`config.mk`:
```
export PLATFORM = sky130hd
export DESIGN_NAME = ictc_channel_timing
export DESIGN_NICKNAME = d
export VERILOG_FILES = /design/src/ictc_pkg.sv /design/src/ictc_cycle.sv /design/src/ictc_channel_timing.sv
export VERILOG_INCLUDE_DIRS = /design/src
export SDC_FILE = /design/constraint.sdc
export NUM_CORES = 1
export LEC_CHECK = 0
export BUFFER_PORTS_ARGS = -buffer_cell sky130_fd_sc_hd__buf_2
export CORE_UTILIZATION = 59
export CTS_BUF_LIST = sky130_fd_sc_hd__clkbuf_8
export DETAILED_ROUTE_END_ITERATION = 8
export PLACE_DENSITY_LB_ADDON = 0.12
export SLEW_MARGIN = 20
export SYNTH_ARGS = -nofsm -noshare
export SYNTH_HDL_FRONTEND = slang
export SYNTH_HIERARCHICAL = 1
export SYNTH_SLANG_ARGS = --single-unit
```
`constraint.sdc`:
```
create_clock -name clk_sys -period 6.5 [get_ports clk_sys]
set_input_delay 1.3 -clock clk_sys [delete_from_list [all_inputs] [get_ports clk_sys]]
set_output_delay 1.3 -clock clk_sys [all_outputs]
set_load 0.005 [all_outputs]
```
`src/ictc_params.svh`:
```
// Offsets, field positions, reset values and timing codes of the channel timing block
`ifndef ICTC_PARAMS_SVH
`define ICTC_PARAMS_SVH
`define ICTC_PRI_OFFSET 8'h40
`define ICTC_SEC_OFFSET 8'h42
`define ICTC_SLV_OFFSET 8'h44
`define ICTC_TIM_RESET 16'h0000
`define ICTC_TIM_WMASK 16'hF3FF
`define ICTC_BIT_DECODE 15
`define ICTC_BIT_SEPARATE 14
`define ICTC_SMP_HI 13
`define ICTC_SMP_LO 12
`define ICTC_RTC_HI 9
`define ICTC_RTC_LO 8
`define ICTC_BIT_D1_DMA_ONLY 7
`define ICTC_BIT_D1_PREFETCH 6
`define ICTC_BIT_D1_READY_EN 5
`define ICTC_BIT_D1_FAST_BANK 4
`define ICTC_BIT_DTE0 3
`define ICTC_BIT_PPE0 2
`define ICTC_BIT_IE0 1
`define ICTC_BIT_TIME0 0
`define ICTC_SMP_BASE 4'h5
`define ICTC_RTC_BASE 4'h4
`define ICTC_DRVHEAD_PORT 3'h6
`define ICTC_DRVSEL_BIT 4
`endif

```
`src/ictc_pkg.sv`:
```
// Types shared by the channel timing block
package ictc_pkg;
  typedef enum logic [4:0] {
    ICTC_IDLE = 5'b00001,
    ICTC_STROBE = 5'b00010,
    ICTC_WAIT = 5'b00100,
    ICTC_RECOVER = 5'b01000,
    ICTC_DONE = 5'b10000
  } ictc_state_e;
  typedef enum logic [1:0] {
    ICTC_TIM_COMPAT8 = 2'h0,
    ICTC_TIM_COMPAT16 = 2'h1,
    ICTC_TIM_FAST = 2'h2
  } ictc_timing_e;
endpackage

```
`src/ictc_cycle.sv`:
```
// One channel's cable cycle sequencer: strobe, ready sample and recovery
`timescale 1ns/10ps
`include "ictc_params.svh"
module ictc_cycle #(
  parameter int CW = 4
) (
  // Clock and reset
  input wire logic clk_sys,
  input wire logic srst,
  input wire logic clk_en,
  // Request
  input wire logic start,
  input wire logic [1:0] smp_code,
  input wire logic [1:0] rtc_code,
  input wire logic ready_en,
  // Cable
  input wire logic iordy,
  output logic strobe,
  output logic busy,
  output logic sample_pulse
);
  initial begin
    if (CW < 3) $error("ictc_cycle: CW too small");
  end
  ictc_pkg::ictc_state_e st_q, st_d;
  logic [CW-1:0] cnt_q, cnt_d;
  logic ready_int;
  // ==========================================================
  // Sequencer
  assign ready_int = !ready_en || iordy;
  assign strobe = (st_q == ictc_pkg::ICTC_STROBE) ||
                  (st_q == ictc_pkg::ICTC_WAIT);
  assign busy = (st_q != ictc_pkg::ICTC_IDLE);
  assign sample_pulse = (st_q == ictc_pkg::ICTC_WAIT);
  always_comb begin
    st_d = st_q;
    cnt_d = cnt_q;
    case (st_q)
      ictc_pkg::ICTC_IDLE: begin
        if (start) begin
          st_d = ictc_pkg::ICTC_STROBE;
          cnt_d = CW'(`ICTC_SMP_BASE - {2'h0, smp_code} - 4'h2);
        end
      end
      ictc_pkg::ICTC_STROBE: begin
        if (cnt_q == '0) st_d = ictc_pkg::ICTC_WAIT;
        else cnt_d = cnt_q - CW'(1);
      end
      ictc_pkg::ICTC_WAIT: begin
        if (ready_int) begin
          st_d = ictc_pkg::ICTC_RECOVER;
          cnt_d = CW'(`ICTC_RTC_BASE - {2'h0, rtc_code} - 4'h1);
        end
      end
      ictc_pkg::ICTC_RECOVER: begin
        if (cnt_q == '0) st_d = ictc_pkg::ICTC_DONE;
        else cnt_d = cnt_q - CW'(1);
      end
      ictc_pkg::ICTC_DONE: st_d = ictc_pkg::ICTC_IDLE;
      default: st_d = ictc_pkg::ICTC_IDLE;
    endcase
  end
  always_ff @(posedge clk_sys) begin
    if (srst) begin
      st_q <= ictc_pkg::ICTC_IDLE;
      cnt_q <= '0;
    end else if (clk_en) begin
      st_q <= st_d;
      cnt_q <= cnt_d;
    end
  end
  // ==========================================================
  // Checks
  first_sample_a: assert property (@(posedge clk_sys) disable iff (srst)
    (clk_en && start && !busy && smp_code == 2'h3) ##1 clk_en
    |=> sample_pulse) else $error("sample point late");
  forced_ready_a: assert property (@(posedge clk_sys) disable iff (srst)
    (sample_pulse && !ready_en && clk_en) |=> !sample_pulse)
    else $error("forced ready not honoured");
endmodule // ictc_cycle

```
`src/ictc_channel_timing.sv`:
```
// Channel timing registers, decode and cable cycle control for two cables
`timescale 1ns/10ps
`include "ictc_params.svh"
// Operation
// - Two independent timing registers, primary at 40h, secondary at 42h.
// - Decode enable set: claim command and control block I/O, run on cable.
// - Decode enable clear: do not claim; leave to subtractive decode.
// - Separate enable set: drive 1 takes sample and recovery from slave register.
// - Separate enable clear: this register's sample and recovery govern both drives.
// - Sample point codes 00..11 give 5,4,3,2 clocks after strobe.
// - Recovery codes 00..11 give at least 4,3,2,1 clocks before next strobe.
// - Drive-1 DMA-only bit clear: fast timing for drive-1 DMA and PIO.
// - Drive-1 DMA-only bit set: fast only for DMA, PIO compatible.
// - Drive-1 prefetch and posting only while its enable bit set.
// - Drive-1 ready sampling off: internal ready forced asserted.
// - Drive-1 ready sampling on and drive 1 selected: sample ready.
// - Fast bank bit clear: 16-bit compatible data timing; set: fast.
// - Non-data ports always use 8-bit compatible timing.
module ictc_channel_timing #(
  parameter int CW = 4
) (
  // Clock, reset, enable
  input wire logic clk_sys,
  input wire logic srst,
  input wire logic clk_en,
  // Configuration access
  input wire logic cfg_wr,
  input wire logic cfg_rd,
  input wire logic [7:0] cfg_addr,
  input wire logic [1:0] cfg_be,
  input wire logic [15:0] cfg_wdata,
  output logic [15:0] cfg_rdata,
  // Slave drive timing fields, per channel {rtc, isp}
  input wire logic [3:0] slv_timing_pri,
  input wire logic [3:0] slv_timing_sec,
  // ATA block I/O request
  input wire logic io_req,
  input wire logic io_wr,
  input wire logic io_dma,
  input wire logic io_chan,
  input wire logic io_ctrl_blk,
  input wire logic [2:0] io_reg,
  input wire logic [7:0] io_wdata,
  output logic io_claim,
  output logic io_busy,
  // Cable timing result
  output logic [1:0] cyc_timing,
  output logic cyc_prefetch_post,
  output logic cyc_drive1,
  // Cable pins per channel
  input wire logic iordy_pri,
  input wire logic iordy_sec,
  output logic strobe_pri,
  output logic strobe_sec
);
  initial begin
    if (CW < 3) $error("ictc_channel_timing: CW too small");
  end
  logic [15:0] tim_q [2];
  logic [15:0] tim_d [2];
  logic [1:0] drv_q, drv_d;
  logic [1:0] timing_q, timing_d;
  logic pp_q, pp_d, d1_q, d1_d;
  logic [1:0] busy_ch, start_ch, iordy_ch, strobe_ch, ren_ch;
  logic [1:0] smp_ch [2];
  logic [1:0] rtc_ch [2];
  logic [3:0] slv_ch [2];
  logic accept, data_port;
  logic [15:0] cur;
  // ==========================================================
  // Timing registers
  always_comb begin
    for (int c = 0; c < 2; c++) begin
      tim_d[c] = tim_q[c];
      if (cfg_wr && cfg_addr == (c == 0 ? `ICTC_PRI_OFFSET
                                        : `ICTC_SEC_OFFSET)) begin
        if (cfg_be[0])
          tim_d[c][7:0] = cfg_wdata[7:0];
        if (cfg_be[1])
          tim_d[c][15:8] = cfg_wdata[15:8];
        tim_d[c] = tim_d[c] & `ICTC_TIM_WMASK;
      end
    end
  end
  always_comb begin
    cfg_rdata = 16'h0000;
    if (cfg_rd && cfg_addr == `ICTC_PRI_OFFSET)
      cfg_rdata = tim_q[0];
    else if (cfg_rd && cfg_addr == `ICTC_SEC_OFFSET)
      cfg_rdata = tim_q[1];
  end
  // ==========================================================
  // Request decode and drive select shadow
  assign cur = tim_q[io_chan];
  assign accept = io_req && cur[`ICTC_BIT_DECODE] && !busy_ch[io_chan];
  assign io_claim = io_req && cur[`ICTC_BIT_DECODE];
  assign io_busy = |busy_ch;
  assign data_port = !io_ctrl_blk && io_reg == 3'h0;
  always_comb begin
    drv_d = drv_q;
    if (accept && io_wr && !io_ctrl_blk && io_reg == `ICTC_DRVHEAD_PORT)
      drv_d[io_chan] = io_wdata[`ICTC_DRVSEL_BIT];
  end
  // ==========================================================
  // Timing class selection
  always_comb begin
    timing_d = timing_q;
    pp_d = pp_q;
    d1_d = d1_q;
    if (accept) begin
      d1_d = drv_q[io_chan];
      if (!data_port) begin
        timing_d = ictc_pkg::ICTC_TIM_COMPAT8;
        pp_d = 1'b0;
      end else if (drv_q[io_chan]) begin
        if (!cur[`ICTC_BIT_D1_FAST_BANK])
          timing_d = ictc_pkg::ICTC_TIM_COMPAT16;
        else if (!io_dma && cur[`ICTC_BIT_D1_DMA_ONLY])
          timing_d = ictc_pkg::ICTC_TIM_COMPAT16;
        else
          timing_d = ictc_pkg::ICTC_TIM_FAST;
        pp_d = cur[`ICTC_BIT_D1_PREFETCH];
      end else begin
        if (!cur[`ICTC_BIT_TIME0])
          timing_d = ictc_pkg::ICTC_TIM_COMPAT16;
        else if (!io_dma && cur[`ICTC_BIT_DTE0])
          timing_d = ictc_pkg::ICTC_TIM_COMPAT16;
        else
          timing_d = ictc_pkg::ICTC_TIM_FAST;
        pp_d = cur[`ICTC_BIT_PPE0];
      end
    end
  end
  always_ff @(posedge clk_sys) begin
    if (srst) begin
      tim_q[0] <= `ICTC_TIM_RESET;
      tim_q[1] <= `ICTC_TIM_RESET;
      drv_q <= 2'h0;
      timing_q <= ictc_pkg::ICTC_TIM_COMPAT8;
      pp_q <= 1'b0;
      d1_q <= 1'b0;
    end else if (clk_en) begin
      tim_q[0] <= tim_d[0];
      tim_q[1] <= tim_d[1];
      drv_q <= drv_d;
      timing_q <= timing_d;
      pp_q <= pp_d;
      d1_q <= d1_d;
    end
  end
  assign cyc_timing = timing_q;
  assign cyc_prefetch_post = pp_q;
  assign cyc_drive1 = d1_q;
  // ==========================================================
  // Per-channel sequencers
  assign slv_ch[0] = slv_timing_pri;
  assign slv_ch[1] = slv_timing_sec;
  assign iordy_ch = {iordy_sec, iordy_pri};
  assign strobe_pri = strobe_ch[0];
  assign strobe_sec = strobe_ch[1];
  for (genvar g = 0; g < 2; g++) begin : g_ch
    logic use_slv;
    assign start_ch[g] = accept && io_chan == g;
    assign use_slv = tim_q[g][`ICTC_BIT_SEPARATE] && drv_q[g];
    assign smp_ch[g] = use_slv ? slv_ch[g][1:0]
                       : tim_q[g][`ICTC_SMP_HI:`ICTC_SMP_LO];
    assign rtc_ch[g] = use_slv ? slv_ch[g][3:2]
                       : tim_q[g][`ICTC_RTC_HI:`ICTC_RTC_LO];
    assign ren_ch[g] = drv_q[g] ? tim_q[g][`ICTC_BIT_D1_READY_EN]
                       : tim_q[g][`ICTC_BIT_IE0];
    ictc_cycle #(.CW(CW)) u_cyc (
      .clk_sys(clk_sys),
      .srst(srst),
      .clk_en(clk_en),
      .start(start_ch[g]),
      .smp_code(smp_ch[g]),
      .rtc_code(rtc_ch[g]),
      .ready_en(ren_ch[g]),
      .iordy(iordy_ch[g]),
      .strobe(strobe_ch[g]),
      .busy(busy_ch[g]),
      .sample_pulse()
    );
  end
  // ==========================================================
  // Checks
  no_claim_a: assert property (@(posedge clk_sys) disable iff (srst)
    !cur[`ICTC_BIT_DECODE] |-> !io_claim)
    else $error("claim while decode disabled");
  reserved_zero_a: assert property (@(posedge clk_sys) disable iff (srst)
    tim_q[0][11:10] == 2'h0 && tim_q[1][11:10] == 2'h0)
    else $error("reserved bits set");
  nondata_compat_a: assert property (@(posedge clk_sys) disable iff (srst)
    (clk_en && accept && !data_port) |=>
    cyc_timing == ictc_pkg::ICTC_TIM_COMPAT8)
    else $error("non-data port not 8-bit timing");
  pio_compat_a: assert property (@(posedge clk_sys) disable iff (srst)
    (clk_en && accept && data_port && !io_dma && drv_q[io_chan] &&
     cur[`ICTC_BIT_D1_DMA_ONLY]) |=> cyc_timing != ictc_pkg::ICTC_TIM_FAST)
    else $error("drive-1 PIO ran fast");
  post_gate_a: assert property (@(posedge clk_sys) disable iff (srst)
    (clk_en && accept && drv_q[io_chan] && !cur[`ICTC_BIT_D1_PREFETCH])
    |=> !cyc_prefetch_post) else $error("posting while disabled");
  shadow_upd_a: assert property (@(posedge clk_sys) disable iff (srst)
    (clk_en && accept && io_wr && !io_ctrl_blk && io_reg == 3'h6 &&
     io_chan == 1'b0) |=> drv_q[0] == $past(io_wdata[4]))
    else $error("drive select shadow stale");
  reg_write_a: assert property (@(posedge clk_sys) disable iff (srst)
    (clk_en && cfg_wr && cfg_addr == 8'h42 && cfg_be == 2'h3) |=>
    tim_q[1] == ($past(cfg_wdata) & 16'hF3FF))
    else $error("secondary register not written");
  fast_data_a: assert property (@(posedge clk_sys) disable iff (srst)
    (clk_en && accept && data_port && drv_q[io_chan] &&
     cur[`ICTC_BIT_D1_FAST_BANK] && !cur[`ICTC_BIT_D1_DMA_ONLY]) |=>
    cyc_timing == ictc_pkg::ICTC_TIM_FAST)
    else $error("drive-1 fast timing missing");
endmodule // ictc_channel_timing

```
==> flow_summary.yaml, run 1 <==
status:
  run_status: "finished, final reports clean"
floorplanning:
  rows: 26
  dieArea_um2: 5620
  die_x_um: 75.0
  core_area_um2: 5110
  initial_utilization_pct: 61.5
  die_h_um: 75.0
  io_pins: 81
pwr:
  clkPwrFrac_pct: 24.1
  finalPower_mw: 0.765
  power_frac_seq_pct: 51.2
  power_leakage_nw: 1.42
  p_switching_mw: 0.237
  combPwrFrac_pct: 24.7
  p_sw_share_pct: 31.0
  p_int_mw: 0.529
  powerDensity_nw_per_um2: 217
  peakVddDrop_uv: 158
worst_setup_path:
  end_kind: "output port"
  cp_max_fo: 14
  cp-start-kind: "input pin"
  path_class: "in2out"
  arrival_ns: 3.18
  required_ns: 5.20
cts:
  tritoncts: "done"
  cts_sinks: 52
  cts_made_buffers: 5
  cts.reportedPaths.clkPinSlew_ns: 0.09
  cts_root_buf: "clkbuf_8"
  post_cts_buffers: 0
  cts_hold_buf: 0
  clock_path_buffers: 2
  cts-htree-levels: 2
  clk_latency_ns: 0.30
  post_cts_resized: 0
logic_synthesis:
  async_reset_ff_share_pct: 0
  syn_area_um2: 3140
  synth_seq_area_share_pct: 42.1
  synth_edf_count: 28
  synth.distinct_cells: 58
  ys_warn_count: 6
  synthFlopType: "edfxtp_1"
  syn_area_per_cell_um2: 10.4
  ys_ff_latch: 52
  synthCells: 301
sta:
  setup_viol: 0
  holdWs_ns: 0.461
  drv_slew: 0
  tns_ns: 0
  fin_crit_ns: 4.48
  finClkSkew_ns: 0.00346
  fmax_ghz: 0.223
  min_period_over_period_pct: 68.9
  rsz0062_at_grt: "false"
  tightest_slew_ns: 0.772
  slew-limit-headroom_pct: 48.4
  hold_violations: 0
routing:
  drc: 0
  drt_iter0_drc: 121
  routedWlPerCell_um: 16.1
  dr.pass1.iters: 4
  vias_per_cell: 5.97
  ant_nets: 0
  num_vias: 2565
  totalWireLength_mm: 6.93
grt:
  grt_max_degree: 26
  grt_pass1_wl_mm: 10.6
  grt_antenna_before_repair: 0
  grt_overflow: 0
  grt_pass1_vias: 2314
  grt.total_usage_pct: 25.5
place:
  dp_hpwl_mm: 5.25
  placed_area_um2: 3440
  routabilityCongestion: 0.878
  io_buffers: 69
final_layout:
  nNetsFinal: 420
  utilization_pct: 69.0
  regArea_um2: 1320
  design_area_um2: 3530
  layout-drive-gt1-share_pct: 32.8
  multi_input_area_um2: 1620
  area_growth_pct: 12.3
  fillCellCount: 424
  antenna_cells: 0
job:
  cap_viol_max_count: 0
min_path:
  hold_path_class: "reg2reg"
[placed cells by master (no fill, tap or decap), types with 5 or more instances in the layout]
master,Yosys,routed
mux2_2,11,11
a21oi_1,6,6
inv_1,18,19
dfxtp_1,24,24
nor3_1,12,12
clkbuf_8,0,5
and3_1,8,8
nand2_1,6,6
nand4_1,5,5
or2_2,6,6
nor2b_1,7,7
buf_2,5,69
or3_1,6,6
nor2_1,21,21
a22o_1,12,12
mux2i_1,13,13
nor4_1,6,6
and2_1,9,9
o221ai_1,5,5
edfxtp_1,28,28
xnor2_1,6,6
[layout make-up]
cell class                      count  share of cell area (%)
Inverter                           18                    1.92
Tap cell                           70                    2.48
Clock buffer                        5                    1.95
Multi-Input combinational cell    213                    45.8
Timing Repair Buffer               69                    9.79
Sequential cell                    52                    37.5
Clock inverter                      3                   0.568
[logic make-up after synthesis]
logic type	share of synthesized area [%]
other	0.119
AOI/OAI and AO/OA	15.9
DFF	42.1
muxes	8.09
and+or+nand+nor	23.3
buffers and inverters	6.61
adders and majority gates	1.59
xor gates and xnor gates	2.23
[routing by layer]
metal | vias up | GRT usage [%] | part of all wire (%)
met5 | - | 0 | 0
met4 | 0 | 7.34 | 1.0
met3 | 8 | 5.22 | 5.4
met2 | 89 | 42.2 | 48
met1 | 1220 | 33.9 | 46
li1 | 1248 | - | -
[flip-flops by register name (all words and copies together), names as in the netlist]
| name | count |
|---|---|
| tim_q | 28 |
| drv_q | 2 |
| cyc_prefetch_post | 1 |
| g_ch.u_cyc/st_q | 10 |
| cyc_timing | 2 |
| g_ch.u_cyc/cnt_q | 8 |
| cyc_drive1 | 1 |
[synthesized netlist by cell type (all sizes together), types with 7 or more instances]
cell type	instances	area, um2
inv	18	67.6
nor2b	7	43.8
buf	15	123
o21ai	7	42.5
nor3	16	100
a22o	16	145
edfxtp	28	841
or2	8	55.1
and2	9	56.3
nor4	7	50.1
or3	8	60.1
dfxtp	24	480
nor2	21	78.8
mux2i	13	130
and3	9	57.6
mux2	11	124
[path summary, 6_finish.rpt]
| path | startpoint | end | slack, ns | depth (start not counted) |
|---|---|---|---|---|
| hold / removal | cyc_drive1 | cyc_drive1 | 0.46 | 2 |
| setup reg to reg | g_ch[1].u_cyc/st_q[1] | g_ch[1].u_cyc/st_q[4] | 3.71 | 8 |
| setup / recovery | cfg_addr[3] | cfg_rdata[12] | 2.02 | 6 |
| hold reg to reg | cyc_drive1 | cyc_drive1 | 0.46 | 2 |
[worst max-delay path, cell delays in order]
cell	delay (ns)
buf_2	0.09
or4b_1	0.52
nor4_2	0.28
and3_1	0.58
a22o_1	0.27
buf_2	0.12
[stage by stage]
stage	setup slack (ns)	instances
final	2.02	430
after global routing	1.92	430
after CTS	2.05	430
after detailed placement	2.06	422
after global placement	2.06	422
after floorplan	2.60	302
[power groups by stage]
stage	registers (mW)	clock network (mW)	logic (mW)
final	0.392	0.185	0.189
after global routing	0.395	0.196	0.210
after CTS	0.391	0.187	0.189
after detailed placement	0.399	0	0.188
after global placement	0.398	0	0.183
after floorplan	0.384	0	0.153
(Power assumes the default switching activity.)
==> run 2: changes to the inputs <==
--- a/config.mk
+++ b/config.mk
@@ -7,7 +7,7 @@
 export NUM_CORES = 1
 export LEC_CHECK = 0
 export BUFFER_PORTS_ARGS = -buffer_cell sky130_fd_sc_hd__buf_2
-export CORE_UTILIZATION = 59
+export CORE_UTILIZATION = 55
 export CTS_BUF_LIST = sky130_fd_sc_hd__clkbuf_8
 export DETAILED_ROUTE_END_ITERATION = 8
 export PLACE_DENSITY_LB_ADDON = 0.12
==> constraint.sdc (replaced) <==
create_clock -name clk_sys -period 4.4 [get_ports clk_sys]
set_input_delay 0.88 -clock clk_sys [delete_from_list [all_inputs] [get_ports clk_sys]]
set_output_delay 0.88 -clock clk_sys [all_outputs]
set_load 0.005 [all_outputs]
==> run 2 against run 1 <==
  * Sequential share of layout area fell by 0.053 points
  * Critical endpoint is now cfg_rdata[5]
  * Die area rose by 7.1%
  * Wire length fell by 0.20%
  * Largest power group unchanged
==> flow_summary.yaml, run 2 (synthesis gave the netlist of run 1 again) <==
status:
  run_status: "finished, final reports clean"
sta:
  finClkSkew_ns: 0.00786
  drv_slew: 0
  setup_viol: 0
  tns_ns: 0
  slew-limit-headroom_pct: 51.0
  hold_violations: 0
  fin_crit_ns: 3.61
  tightest_slew_ns: 0.734
  fmax_ghz: 0.277
  rsz0062_at_grt: "false"
  min_period_over_period_pct: 82.0
  setup_slack_ns: 0.792
floorplanning:
  initial_utilization_pct: 57.0
  rows: 27
  core_area_um2: 5510
  die_h_um: 77.6
  io_pins: 81
  dieArea_um2: 6020
  die_x_um: 77.6
final_layout:
  layout-drive-gt1-share_pct: 33.1
  area_growth_pct: 12.4
  final_common_cell: "buf_2"
  design_area_um2: 3530
  regMostFlops: "tim_q"
  largest_reg_flops: 28
  nNetsFinal: 420
  antenna_cells: 0
  layout_common_cells: "buf_2, edfxtp_1, dfxtp_1, nor2_1, inv_1"
  reg.largest.list: "tim_q: 28 flops, g_ch.u_cyc/st_q: 10 flops, g_ch.u_cyc/cnt_q: 8 flops"
  utilization_pct: 64.1
pwr:
  finalPower_mw: 1.14
  peakVddDrop_uv: 169
  p_switching_mw: 0.358
  p_int_mw: 0.784
  clkPwrFrac_pct: 25.0
  power_leakage_nw: 1.42
  powerDensity_nw_per_um2: 323
  p_sw_share_pct: 31.4
  power_frac_seq_pct: 50.8
  combPwrFrac_pct: 24.3
worst_setup_path:
  cp-start-kind: "input pin"
  reg2reg_depth: 8
  cp_max_fo: 14
  reg2reg_to: "g_ch[1].u_cyc/st_q[1]"
  worstReg2RegStart: "g_ch[1].u_cyc/st_q[1]"
  path_class: "in2out"
  required_ns: 3.52
  arrival_ns: 2.73
  end_kind: "output port"
  rrSetupSlack_ns: 1.69
cts:
  cts-htree-levels: 2
  cts_made_buffers: 5
  post_cts_buffers: 0
  cts_root_buf: "clkbuf_8"
  post_cts_resized: 0
  tritoncts: "done"
  cts.reportedPaths.clkPinSlew_ns: 0.10
  cts_hold_buf: 0
  cts_sinks: 52
  clk_latency_ns: 0.31
  clock_path_buffers: 2
grt:
  grt_pass1_wl_mm: 11.5
  grt_overflow: 0
  grt_pass1_vias: 2480
  grt_antenna_before_repair: 0
  grt.total_usage_pct: 24.4
  grt_max_degree: 26
routing:
  dr.pass1.iters: 4
  vias_per_cell: 5.84
  ant_nets: 0
  routedWlPerCell_um: 16.0
  drt_iter0_drc: 122
  drc: 0
  num_vias: 2522
  totalWireLength_mm: 6.92
place:
  placed_area_um2: 3440
  routabilityCongestion: 0.842
  place_ws_ns: 0.764
  io_buffers: 69
  dp_hpwl_mm: 5.24
job:
  cap_viol_max_count: 0
min_path:
  min_path_cells: 1
  hold_start: "cyc_timing[1]"
  hold_end: "cyc_timing[1]"
  hold_path_class: "reg2reg"
==> run 2: power groups by stage <==
stage | clock [mW] | combinational (mW) | sequential (mW)
finish | 0.285 | 0.277 | 0.579
global route | 0.309 | 0.308 | 0.585
CTS | 0.290 | 0.277 | 0.579
detailed placement | 0 | 0.276 | 0.590
global placement | 0 | 0.272 | 0.589
floorplan | 0 | 0.226 | 0.568
==> run 2: worst max-delay path, stage by stage <==
cell and delay (ns):
buf_2 0.10, or4b_1 0.53, nor4_2 0.28, and3_1 0.57, a22o_1 0.25, buf_2 0.12
==> run 2: per-stage QoR <==
step	std cells	hold WS, ns
floorplan	302	0.440
global placement	424	0.448
detailed placement	424	0.462
CTS	432	0.480
global route	432	0.501
finish	432	0.482
==> run 2: cell type report <==
class / count / area, um2
Clock inverter: 3 / 22.5
Inverter: 18 / 67.6
Clock buffer: 5 / 68.8
Sequential cell: 52 / 1320
Timing Repair Buffer: 69 / 345
Tap cell: 72 / 90.1
Fill cell: 470 / 1980
Multi-Input combinational cell: 213 / 1620
==> run 2: how the worst max path moves through the flow <==
stage | startpoint | to | slack (ns)
5_1_grt | cfg_addr[3] | cfg_rdata[13] | 0.59
6_report | cfg_addr[3] | cfg_rdata[5] | 0.79
3_3_place_gp | cfg_addr[3] | cfg_rdata[5] | 0.78
2_1_floorplan | cfg_addr[3] | cfg_rdata[0] | 1.34
3_5_place_dp | cfg_addr[3] | cfg_rdata[5] | 0.76
4_1_cts | cfg_addr[3] | cfg_rdata[5] | 0.76
==> run 2: routing by layer <==
metal  wire (um)  share of wire, %  up-vias  global-route usage (%)
li1            -                 -     1244                       -
met1        3170                46     1200                    31.3
met2        3340                48       67                    41.2
met3         291               4.2       11                    3.65
met4         116               1.7        0                    9.62
met5           0                 0        -                       0
==> run 3: changes to the inputs <==
--- a/config.mk
+++ b/config.mk
@@ -7,7 +7,7 @@
 export NUM_CORES = 1
 export LEC_CHECK = 0
 export BUFFER_PORTS_ARGS = -buffer_cell sky130_fd_sc_hd__buf_2
-export CORE_UTILIZATION = 55
+export CORE_UTILIZATION = 50
 export CTS_BUF_LIST = sky130_fd_sc_hd__clkbuf_8
 export DETAILED_ROUTE_END_ITERATION = 8
 export PLACE_DENSITY_LB_ADDON = 0.12
==> constraint.sdc (replaced) <==
create_clock -name clk_sys -period 3.05 [get_ports clk_sys]
set_input_delay 0.61 -clock clk_sys [delete_from_list [all_inputs] [get_ports clk_sys]]
set_output_delay 0.61 -clock clk_sys [all_outputs]
set_load 0.005 [all_outputs]
==> run 3 against run 2 <==
  * Non-clock buffer count is 7 higher
  * First-iteration DRC count shrank 18%
  * Clock power rose by 49%
  * Final area grew 2.1%
  * Combinational power grew 52%
  * Critical path type unchanged
  * Core utilization down 4.0 points
  * Sequential power increased by 43%
==> flow_summary.yaml, run 3 (synthesis gave the netlist of run 1 again) <==
pwr:
  powerDensity_nw_per_um2: 465
  power_leakage_nw: 1.46
  peakVddDrop_uv: 256
place:
  io_buffers: 69
  dp_cells: 434
  routabilityCongestion: 0.832
  dp_hpwl_mm: 5.44
  placed_area_um2: 3510
  place_ws_ns: 0.211
grt:
  grt_max_degree: 19
  grt.total_usage_pct: 23.4
  grt_pass1_vias: 2450
  grt_overflow: 0
  grt_pass1_wl_mm: 11.5
  grt_antenna_before_repair: 0
sta:
  hold_violations: 0
  tightest_slew_ns: 0.831
  drv_slew: 0
  fin_crit_ns: 2.83
  slew-limit-headroom_pct: 44.5
  setup_viol: 0
  tns_ns: 0
  fmax_ghz: 0.353
  rsz0062_at_grt: "false"
  min_period_over_period_pct: 92.8
  setup_slack_ns: 0.221
  finClkSkew_ns: 0.00907
final_layout:
  layout-drive-gt1-share_pct: 34.3
  utilization_pct: 60.2
  area_growth_pct: 14.8
  design_area_um2: 3600
  regMostFlops: "tim_q"
  reg.largest.list: "tim_q: 28 flops, g_ch.u_cyc/st_q: 10 flops, g_ch.u_cyc/cnt_q: 8 flops"
  antenna_cells: 0
  final_cell_count_no_fill: 442
  final_common_cell: "buf_2"
  fillCellCount: 541
  nNetsFinal: 427
  layout_common_cells: "buf_2, edfxtp_1, dfxtp_1, nor2_1, inv_1"
  largest_reg_flops: 28
job:
  cap_viol_max_count: 0
worst_setup_path:
  arrival_ns: 2.22
  critical-path-top-delay-family: "simple AND/OR/NAND/NOR gates"
  end_kind: "output port"
  required_ns: 2.44
  cpMostUsedCell: "buf_2"
  cpMaxStageDelayCell: "or4b_1"
  path_cells: "buf_2 -> or4b_1 -> nor4_2 -> and3_1 -> buf_4 -> a22o_1 -> buf_2"
  cp-start-kind: "input pin"
  cp_max_fo: 14
  path_buf_inv: 3
  max_stage_delay_ns: 0.53
  path_class: "in2out"
min_path:
  hold_path_class: "reg2reg"
routing:
  drt_iter0_drc: 100
  num_vias: 2516
  drc: 0
  routedWlPerCell_um: 16.3
  totalWireLength_mm: 7.20
  ant_nets: 0
  vias_per_cell: 5.69
  dr.pass1.iters: 4
cts:
  post_cts_buffers: 0
  clock_path_buffers: 2
  post_cts_resized: 0
  cts_made_buffers: 5
  clk_latency_ns: 0.32
  cts_root_buf: "clkbuf_8"
  cts.reportedPaths.clkPinSlew_ns: 0.10
  tritoncts: "done"
  cts_hold_buf: 0
  cts_sinks: 52
  cts-htree-levels: 2
floorplanning:
  io_pins: 81
  initial_utilization_pct: 52.4
  dieArea_um2: 6600
  die_x_um: 81.3
  core_area_um2: 5990
  die_h_um: 81.3
  rows: 28
status:
  run_status: "finished, final reports clean"
run 3: cell types whose count changed in the layout (fill, tap and decap cells not counted):
cell	previous run	this run
buf_4	0	6
buf_12	0	1
clkinv_2	1	0
clkinvlp_4	0	1
inv_6	1	0
inv_8	0	1
run 3: layout make-up:
type	count	area [um2]	share of cell area, %
repair buffers	76	410	11.4
multi-input cells	213	1620	44.8
flip-flops and latches	52	1320	36.7
inverters	18	67.6	1.87
well taps	75	93.8	2.60
clock buffers	5	68.8	1.91
clock inverters	3	27.5	0.764
run 3: path summary, 6_finish.rpt:
path / startpoint / end / slack (ns) / depth (start not counted)
hold / removal: cyc_drive1 / cyc_drive1 / 0.46 / 2
setup / recovery: cfg_addr[3] / cfg_rdata[8] / 0.22 / 7
hold reg to reg: cyc_drive1 / cyc_drive1 / 0.46 / 2
setup reg to reg: g_ch[1].u_cyc/st_q[1] / g_ch[1].u_cyc/cnt_q[3] / 0.33 / 8
run 3: metrics by stage:
step | hold slack [ns] | power [mW]
finish | 0.463 | 1.68
CTS | 0.467 | 1.68
global placement | 0.442 | 1.26
floorplan | 0.440 | 1.15
detailed placement | 0.453 | 1.26
global route | 0.518 | 1.76
run 3: layer usage:
layer | GRT usage (%) | wire (um) | up-vias | share of wire, %
met4 | 7.68 | 92 | 0 | 1.3
li1 | - | - | 1257 | -
met2 | 37.8 | 3320 | 64 | 46
met1 | 31.8 | 3490 | 1186 | 48
met5 | 0 | 0 | - | 0
met3 | 3.71 | 292 | 9 | 4.1
run 3: worst reg2reg max path, cell delays in order (launching register included):
cell and delay (ns):
dfxtp_1 0.42, or3_4 0.46, or3b_2 0.54, nand2b_1 0.18
nor2_1 0.19, nor4b_2 0.11, or2_4 0.28, o311ai_1 0.31
o41ai_1 0.12
run 3: report_power, final:
part / switching, mW / leakage [nW] / internal (mW) / total [mW]
Clock: 0.257 / 0.0463 / 0.169 / 0.426
Sequential: 0.0441 / 0.462 / 0.786 / 0.830
Combinational: 0.232 / 0.951 / 0.189 / 0.421
Total: 0.533 / 1.46 / 1.14 / 1.68
